$ cat src/watchdog_pkg.sv
// Constants, types and register map of the watchdog time-out and reload lock block
// Notes on behaviour
// - Time-out when the down-counter reaches zero
// - Option bit picks interrupt or system reset
// - Interrupt mode: request interrupt, set time-out flag
// - After interrupt time-out load maximum, keep counting
// - Status read clears time-out flag
// - Stop plus interrupt: recovery, interrupt, both flags
// - Reset mode: force system reset, set flag
// - Stop plus reset: recovery instead, both flags
// - Unlock by first then second code byte
// - Unlock writes change no stored control bits
// - Any stray write relocks; reload writes refused
// - Load reload on first enable and refresh
// - Control address write-only; reads return status
// - Reload writes set value; reads return count
// - Reload is upper, high, low byte of 24
// - Counter runs from dedicated slow oscillator
// - Refresh ignored once count is two or less
// - Enable by refresh or always-on at reset
package watchdog_pkg;

    // ************************************************************
    // Register map
    // ************************************************************
    localparam logic [11:0] UNLOCK_PORT_ADDR  = 12'hff0;
    localparam logic [11:0] RELOAD_UPPER_ADDR = 12'hff1;
    localparam logic [11:0] RELOAD_HIGH_ADDR  = 12'hff2;
    localparam logic [11:0] RELOAD_LOW_ADDR   = 12'hff3;

    // ************************************************************
    // Codes, values after reset and counter limits
    // ************************************************************
    localparam logic [7:0]  UNLOCK_CODE_FIRST  = 8'h55;
    localparam logic [7:0]  UNLOCK_CODE_SECOND = 8'haa;
    localparam logic [7:0]  BYTE_ZERO          = 8'h00;
    localparam logic [23:0] RELOAD_RESET       = 24'h000400;
    localparam logic [23:0] COUNT_RESET        = 24'h000000;
    localparam logic [23:0] COUNT_MAX          = 24'hffffff;
    localparam logic [23:0] COUNT_ONE          = 24'h000001;
    localparam logic [23:0] REFRESH_FLOOR      = 24'h000002;

    // ************************************************************
    // Reset status byte layout
    // ************************************************************
    localparam int STATUS_STOP_BIT    = 6;
    localparam int STATUS_TIMEOUT_BIT = 5;

    // ************************************************************
    // Types
    // ************************************************************
    typedef enum logic [2:0] {
        LOCK_CLOSED    = 3'b000,
        LOCK_GOT_FIRST = 3'b001,
        LOCK_WANT_UPPER = 3'b010,
        LOCK_WANT_HIGH = 3'b011,
        LOCK_WANT_LOW  = 3'b100
    } lock_state_t;

    typedef struct packed {
        logic        wr;
        logic        rd;
        logic [11:0] addr;
        logic [7:0]  wdata;
    } reg_req_t;

    typedef struct packed {
        logic        s1;
        logic        s2;
        logic        s3;
        logic        level;
        logic        tick;
    } osc_sync_state_t;

endpackage

$ cat src/watchdog_timeout_and_reload_lock.sv
// Watchdog down-counter, time-out response and reload unlock logic
`timescale 1ns/10ps
`default_nettype none
module watchdog_timeout_and_reload_lock
    import watchdog_pkg::*;
(
    input  wire logic     sys_clk_i,                 // System clock, 40 MHz
    input  wire logic     resetn_i,                  // Async reset, active low
    input  wire reg_req_t reg_req_i,                 // Register write/read strobe, addr, data
    output logic [7:0]    reg_rdata_o,               // Read data, valid cycle after read
    input  wire logic     wdt_osc_i,                 // Dedicated slow oscillator pin
    input  wire logic     refresh_i,                 // Refresh instruction executed, pulse
    input  wire logic     stop_mode_i,               // Device is in stop mode
    input  wire logic     timeout_response_select_i, // 1 reset, 0 interrupt
    input  wire logic     always_on_option_i,        // Enable straight from reset
    output logic          irq_req_o,                 // Interrupt request pulse
    output logic          sys_reset_req_o,           // System reset request pulse
    output logic          stop_recovery_o,           // Stop mode recovery start pulse
    output logic          watchdog_timeout_flag_o,   // Sticky time-out flag
    output logic          stop_flag_o,               // Sticky stop flag
    output logic          enabled_o                  // Counter running
);

    // ************************************************************
    // State
    // ************************************************************
    typedef struct packed {
        lock_state_t lock;
        logic [23:0] reload;
        logic [23:0] count;
        logic        enabled;
        logic        armed;
        logic        timeout_flag;
        logic        stop_flag;
        logic [7:0]  rdata;
        logic        irq;
        logic        rst_req;
        logic        recovery;
    } wdt_state_t;

    wdt_state_t q;
    wdt_state_t d;

    logic osc_tick;

    // ************************************************************
    // Oscillator tick
    // ************************************************************
    // The slow clock is sampled, not used as a clock, so the counter
    // and the registers share one domain and need no crossing logic.
    osc_tick_sync u_osc_tick_sync (
        .sys_clk_i (sys_clk_i),
        .resetn_i  (resetn_i),
        .osc_i     (wdt_osc_i),
        .tick_o    (osc_tick)
    );

    // ************************************************************
    // Next-state logic
    // ************************************************************
    always_comb begin
        logic       timeout;
        logic       status_read;
        logic       wr_unlock;
        logic       wr_upper;
        logic       wr_high;
        logic       wr_low;

        timeout     = 1'b0;
        status_read = 1'b0;
        wr_unlock   = reg_req_i.wr && (reg_req_i.addr == UNLOCK_PORT_ADDR);
        wr_upper    = reg_req_i.wr && (reg_req_i.addr == RELOAD_UPPER_ADDR);
        wr_high     = reg_req_i.wr && (reg_req_i.addr == RELOAD_HIGH_ADDR);
        wr_low      = reg_req_i.wr && (reg_req_i.addr == RELOAD_LOW_ADDR);

        d           = q;
        d.irq       = 1'b0;
        d.rst_req   = 1'b0;
        d.recovery  = 1'b0;
        d.armed     = 1'b1;

        // ********************************************************
        // Enable, refresh and count
        // ********************************************************
        if (!q.armed && always_on_option_i) begin
            // Strap sampled on the first edge after reset release
            d.enabled = 1'b1;
            d.count   = q.reload;
        end else if (!q.enabled) begin
            if (refresh_i) begin
                d.enabled = 1'b1;
                d.count   = q.reload;
            end
        end else if (refresh_i && (q.count > REFRESH_FLOOR)) begin
            d.count = q.reload;
        end else if (osc_tick) begin
            // Late refresh falls through here and the time-out goes on
            if (q.count <= COUNT_ONE) begin
                timeout = 1'b1;
                d.count = COUNT_MAX;
            end else begin
                d.count = q.count - COUNT_ONE;
            end
        end

        // ********************************************************
        // Time-out response
        // ********************************************************
        if (timeout) begin
            if (stop_mode_i) begin
                // Stop mode always wakes; irq goes out in the same cycle in interrupt mode, no reset
                d.recovery = 1'b1;
                d.irq      = ~timeout_response_select_i;
            end else if (timeout_response_select_i) begin
                d.rst_req  = 1'b1;
            end else begin
                d.irq      = 1'b1;
            end
        end

        // ********************************************************
        // Register reads
        // ********************************************************
        if (reg_req_i.rd) begin
            if (reg_req_i.addr == UNLOCK_PORT_ADDR) begin
                d.rdata                     = BYTE_ZERO;
                d.rdata[STATUS_TIMEOUT_BIT] = q.timeout_flag;
                d.rdata[STATUS_STOP_BIT]    = q.stop_flag;
                status_read                 = 1'b1;
            end else if (reg_req_i.addr == RELOAD_UPPER_ADDR) begin
                d.rdata = q.count[23:16];
            end else if (reg_req_i.addr == RELOAD_HIGH_ADDR) begin
                d.rdata = q.count[15:8];
            end else if (reg_req_i.addr == RELOAD_LOW_ADDR) begin
                d.rdata = q.count[7:0];
            end else begin
                d.rdata = BYTE_ZERO;
            end
        end

        // ********************************************************
        // Sticky flags
        // ********************************************************
        // A time-out in the same cycle as the clearing read wins,
        // so an event is never lost to a racing status read.
        if (status_read) begin
            d.timeout_flag = 1'b0;
            d.stop_flag    = 1'b0;
        end
        if (timeout) begin
            d.timeout_flag = 1'b1;
            if (stop_mode_i) begin
                d.stop_flag = 1'b1;
            end
        end

        // ********************************************************
        // Unlock and reload sequence
        // ********************************************************
        // The unlock port holds no control bits; its writes only
        // move the lock machine.
        if (reg_req_i.wr) begin
            d.lock = LOCK_CLOSED;
            case (q.lock)
                LOCK_CLOSED: begin
                    if (wr_unlock && (reg_req_i.wdata == UNLOCK_CODE_FIRST)) begin
                        d.lock = LOCK_GOT_FIRST;
                    end
                end
                LOCK_GOT_FIRST: begin
                    if (wr_unlock && (reg_req_i.wdata == UNLOCK_CODE_SECOND)) begin
                        d.lock = LOCK_WANT_UPPER;
                    end else if (wr_unlock
                                 && (reg_req_i.wdata == UNLOCK_CODE_FIRST)) begin
                        d.lock = LOCK_GOT_FIRST;
                    end
                end
                LOCK_WANT_UPPER: begin
                    if (wr_upper) begin
                        d.reload[23:16] = reg_req_i.wdata;
                        d.lock          = LOCK_WANT_HIGH;
                    end
                end
                LOCK_WANT_HIGH: begin
                    if (wr_high) begin
                        d.reload[15:8] = reg_req_i.wdata;
                        d.lock         = LOCK_WANT_LOW;
                    end
                end
                LOCK_WANT_LOW: begin
                    if (wr_low) begin
                        d.reload[7:0] = reg_req_i.wdata;
                        d.lock        = LOCK_CLOSED;
                    end
                end
                default: begin
                    d.lock = LOCK_CLOSED;
                end
            endcase
        end
    end

    // ************************************************************
    // State register
    // ************************************************************
    always_ff @(posedge sys_clk_i or negedge resetn_i) begin
        if (!resetn_i) begin
            q.lock         <= LOCK_CLOSED;
            q.reload       <= RELOAD_RESET;
            q.count        <= COUNT_RESET;
            q.enabled      <= 1'b0;
            q.armed        <= 1'b0;
            q.timeout_flag <= 1'b0;
            q.stop_flag    <= 1'b0;
            q.rdata        <= BYTE_ZERO;
            q.irq          <= 1'b0;
            q.rst_req      <= 1'b0;
            q.recovery     <= 1'b0;
        end else begin
            q <= d;
        end
    end

    // ************************************************************
    // Outputs
    // ************************************************************
    assign reg_rdata_o             = q.rdata;
    assign irq_req_o               = q.irq;
    assign sys_reset_req_o         = q.rst_req;
    assign stop_recovery_o         = q.recovery;
    assign watchdog_timeout_flag_o = q.timeout_flag;
    assign stop_flag_o             = q.stop_flag;
    assign enabled_o               = q.enabled;

endmodule
`default_nettype wire

$ cat src/osc_tick_sync.sv
// Three-stage synchroniser and rising-edge tick for the watchdog oscillator
`timescale 1ns/10ps
`default_nettype none
module osc_tick_sync
    import watchdog_pkg::*;
(
    input  wire logic sys_clk_i,   // System clock
    input  wire logic resetn_i,    // Async reset, active low
    input  wire logic osc_i,       // Raw oscillator level
    output logic      tick_o       // One-cycle pulse per oscillator rise
);

    osc_sync_state_t q;
    osc_sync_state_t d;

    always_comb begin
        d       = q;
        d.s1    = osc_i;
        d.s2    = q.s1;
        d.s3    = q.s2;
        // Level moves only when the last two stages agree
        if (q.s2 == q.s3) begin
            d.level = q.s3;
        end
        d.tick  = d.level & ~q.level;
    end

    always_ff @(posedge sys_clk_i or negedge resetn_i) begin
        if (!resetn_i) begin
            q <= '0;
        end else begin
            q <= d;
        end
    end

    assign tick_o = q.tick;

endmodule
`default_nettype wire

$ cat config.mk
export PLATFORM = sky130hd
export DESIGN_NAME = watchdog_timeout_and_reload_lock
export DESIGN_NICKNAME = d
export VERILOG_FILES = /design/src/watchdog_pkg.sv /design/src/watchdog_timeout_and_reload_lock.sv /design/src/osc_tick_sync.sv
export SDC_FILE = /design/constraint.sdc
export NUM_CORES = 1
export LEC_CHECK = 0
export ABC_AREA = 1
export BUFFER_PORTS_ARGS = -buffer_cell sky130_fd_sc_hd__buf_2
export CAP_MARGIN = 20
export CORE_MARGIN = 2
export CORE_UTILIZATION = 56
export CTS_CLUSTER_SIZE = 24
export DETAILED_ROUTE_END_ITERATION = 8
export PLACE_DENSITY_LB_ADDON = 0.12
export SYNTH_ARGS = -nofsm -noshare
export SYNTH_HDL_FRONTEND = slang
export SYNTH_SLANG_ARGS = --single-unit
$ cat constraint.sdc
create_clock -name sys_clk_i -period 2.6 [get_ports sys_clk_i]
set_clock_uncertainty 0.2 [all_clocks]
set_input_delay 0.39 -clock sys_clk_i [delete_from_list [all_inputs] [get_ports sys_clk_i]]
set_output_delay 0.39 -clock sys_clk_i [all_outputs]
set_load 0.01 [all_outputs]
==> impl_metrics.json <==
{
  "status": "finished clean",
  "muxShareOfSynthArea": 0,
  "synth_largest_area_cell": "sky130_fd_sc_hd__dfrtp_1",
  "worstPathArrival_ns": 2.35,
  "rsz0062_at_grt": "no",
  "synth-edff-count": 0,
  "clock_sinks": 71,
  "wl_per_cell_um": 14.45,
  "clk_path_buf_depth": 2,
  "maxClockFrequency_ghz": 0.4322,
  "postSynth.asyncResetShare": 1.000,
  "netlist_instances": 670,
  "cp-start-kind": "flop",
  "post_synth_fa_ha_maj_area_fraction": 0.01061,
  "layout_net_count": 748,
  "start_util": 0.5798,
  "syn_nets": 702,
  "timing.reg2reg.setup_slack_ns": 0.29,
  "grt_pass1_wl_mm": 19.48,
  "drt_pass1_iterations": 6,
  "wirelength_mm": 11.89,
  "multiInputGateArea_um2": 2165,
  "fin_tns_setup_ns": 0,
  "min_path_type": "in -> reg",
  "worstSetupEndpointType": "flop",
  "flip_flop_and_latch_count_after_synthesis": 71,
  "yosys.area_share.simple": 0.3477,
  "yosysWarningCount": 0,
  "cts_tree": "done",
  "place.port_buffers": 42,
  "synth_cell_types": 35,
  "final_min_period_over_clock_period": 0.8899,
  "path_clk_slew_ns": 0.08,
  "setup.worst_path.class": "reg -> reg",
  "total_power_mw": 2.770,
  "grt_overflow": 0,
  "initialDrtViolationCount": 333,
  "root_buffer": "sky130_fd_sc_hd__clkbuf_8",
  "routed_via_density": 5.337,
  "total_power_per_unit_cell_area_nw_per_um2": 548.1,
  "detailed_place_hpwl_mm": 8.909,
  "design.core.area_um2": 7727,
  "seqCellArea_um2": 1778,
  "layout_commonest_cell": "sky130_fd_sc_hd__nand2_1",
  "grt_antenna_before_repair": 0,
  "synth_top_area_share": 0.3910,
  "synth-xor-area-share": 0.01368,
  "combinational_family_with_the_most_area_after_synthesis": "simple AND/OR/NAND/NOR gates",
  "layout_cell_share_with_drive_strength_beyond_1": 0.1331,
  "filler_cell_count": 735,
  "gp_congestion": 0.9320,
  "report.final.setup_viol": 0,
  "cts-buffers-inserted": 9,
  "route.antenna.remaining_nets": 0,
  "layout.cells.most_common_list": "sky130_fd_sc_hd__nand2_1 (159), sky130_fd_sc_hd__nor2_1 (130), sky130_fd_sc_hd__inv_1 (100), sky130_fd_sc_hd__dfrtp_1 (70), sky130_fd_sc_hd__o21ai_0 (64)",
  "actual_transition_at_the_worst_max_transition_pin_ns": 0.6211,
  "synth_area_um2": 4481,
  "largest_cells_by_area_after_synthesis": "sky130_fd_sc_hd__dfrtp_1 (39%), sky130_fd_sc_hd__nand2_1 (13%), sky130_fd_sc_hd__nor2_1 (11%)",
  "area_fraction_in_compound_gates_after_synthesis": 0.1097,
  "synth_flop_cell": "sky130_fd_sc_hd__dfrtp_1",
  "slew_viol_final": 0,
  "fp.dieArea_um2": 8733,
  "die_y_um": 93.45,
  "syn_area_per_cell_um2": 6.687,
  "grt_start_max_net_pins": 48,
  "clk_latency_ns": 0.36,
  "vias": 4392,
  "die_width_um": 93.45,
  "critPathRequiredTime_ns": 2.64,
  "drv_cap": 0,
  "path_max_fanout": 32,
  "timing_hold_violations_final": 0,
  "grt_use_total": 0.2877,
  "io_pins": 43,
  "total_number_of_placement_rows": 32,
  "clock_tree.htree_level_count": 3,
  "vdd.ir_drop.worst_uv": 366.7,
  "slew_headroom": 0.5859,
  "synth-seq-area-share": 0.3968,
  "drc": 0,
  "cts_post_setup_buffers_inserted": 0,
  "areaGrowthSynthToFinish_pct": 12.79,
  "cellLeakagePower_nw": 2.688,
  "antennaDiodeCount": 0,
  "fin_crit_period_ns": 2.314,
  "number_of_global_route_vias_before_repair": 4136
}
==> final timing paths <==
kind | start | endpoint | cells after the start
min in group asynchronous | resetn_i | irq_req_o$_DFF_PN0_ | 2
max | q[15]$_DFFE_PN0P_ | q[18]$_DFFE_PN0P_ | 14
min | reg_req_i[21] | q[65]$_DFFE_PN0P_ | 2
max in group asynchronous | resetn_i | q[49]$_DFFE_PN1P_ | 3
max reg2reg | q[15]$_DFFE_PN0P_ | q[18]$_DFFE_PN0P_ | 14
min reg2reg | u_osc_tick_sync.d[3]$_DFF_PN0_ | u_osc_tick_sync.d[2]$_DFF_PN0_ | 0
==> synth_stat cells (2+ instances only) <==
library cell / instances
sky130_fd_sc_hd__nand2_1: 160
sky130_fd_sc_hd__nor2_1: 130
sky130_fd_sc_hd__inv_1: 100
sky130_fd_sc_hd__dfrtp_1: 70
sky130_fd_sc_hd__o21ai_0: 64
sky130_fd_sc_hd__nand3_1: 30
sky130_fd_sc_hd__a21oi_1: 20
sky130_fd_sc_hd__nand4_1: 17
sky130_fd_sc_hd__nor2_2: 12
sky130_fd_sc_hd__buf_4: 9
sky130_fd_sc_hd__clkbuf_1: 8
sky130_fd_sc_hd__buf_2: 7
sky130_fd_sc_hd__nor3_1: 7
sky130_fd_sc_hd__xor2_1: 6
sky130_fd_sc_hd__ha_1: 3
sky130_fd_sc_hd__o211ai_1: 3
sky130_fd_sc_hd__a22oi_1: 2
sky130_fd_sc_hd__a31oi_1: 2
sky130_fd_sc_hd__buf_6: 2
sky130_fd_sc_hd__nand2_4: 2
sky130_fd_sc_hd__nor4_1: 2
==> final cells by class <==
| class | count | share of cell area |
|---|---|---|
| flip-flops and latches | 71 | 0.3518 |
| clock inverters | 7 | 0.02005 |
| clock buffers | 9 | 0.02451 |
| multi-input cells | 471 | 0.4283 |
| well taps | 102 | 0.02525 |
| repair buffers | 61 | 0.07378 |
| inverters | 102 | 0.07626 |
==> state kept, by name (all words and copies together) (netlist names) <==
signal                   flops
irq_req_o                    1
stop_flag_o                  1
sys_reset_req_o              1
u_osc_tick_sync.tick_o       1
enabled_o                    1
watchdog_timeout_flag_o      1
stop_recovery_o              1
u_osc_tick_sync.q            2
u_osc_tick_sync.d            2
reg_rdata_o                  8
q                           52
==> report_power, final <==
group | switching [mW] | internal [mW]
registers | 0.0866 | 1.16
clock network | 0.471 | 0.552
logic | 0.322 | 0.175
total | 0.880 | 1.89
==> per-layer routing <==
metal / vias up / track usage / wire [µm]
met5: - / 0 / 0
met1: 2004 / 0.3816 / 5301
met2: 174 / 0.4688 / 5400
li1: 2184 / - / -
met4: 0 / 0.09191 / 293
met3: 30 / 0.06446 / 898
==> metrics by stage <==
stage	instances	setup slack [ns]	hold WS, ns	instance area (µm²)	util
finish	823	0.2861	0.06428	5054	0.6540
global placement	804	0.3146	0.1320	4796	0.6206
global route	823	0.06082	0.05931	5054	0.6540
floorplan	670	0.6475	-0.1056	4481	-
detailed placement	804	0.2317	0.1688	4796	0.6206
CTS	823	0.2147	0.05889	5051	0.6537
==> repair_timing <==
item | in CTS | in global routing
endpoints found under the setup margin | 0 | 3
endpoints found under the hold margin | 26 | 0
gates resized for setup | 0 | 1
hold buffers | 3 | 0
==> critical path: stages, from the launching register on <==
cell,delay (ns)
sky130_fd_sc_hd__dfrtp_1,0.42
sky130_fd_sc_hd__inv_1,0.11
sky130_fd_sc_hd__ha_1,0.20
sky130_fd_sc_hd__inv_1,0.05
sky130_fd_sc_hd__nand2_1,0.04
sky130_fd_sc_hd__nand2_1,0.07
sky130_fd_sc_hd__nor2_2,0.05
sky130_fd_sc_hd__nand3_4,0.15
sky130_fd_sc_hd__nand2_4,0.15
sky130_fd_sc_hd__nand2_4,0.12
sky130_fd_sc_hd__nand2_8,0.10
sky130_fd_sc_hd__inv_4,0.27
sky130_fd_sc_hd__nand2_1,0.09
sky130_fd_sc_hd__nor2_1,0.12
sky130_fd_sc_hd__nor2_1,0.05
==> cell families (layout without fill, tap and decap cells) <==
| group | count (synthesis) | after routing |
|---|---|---|
| and+or+nand+nor | 365 | 365 |
| DFF | 71 | 71 |
| buffers and inverters | 128 | 179 |
| AOI/OAI and AO/OA | 94 | 94 |
| xor gates and xnor gates | 7 | 7 |
| other | 1 | 1 |
| adders and majority gates | 4 | 4 |
Note: power is estimated with default switching activity, not from simulation.
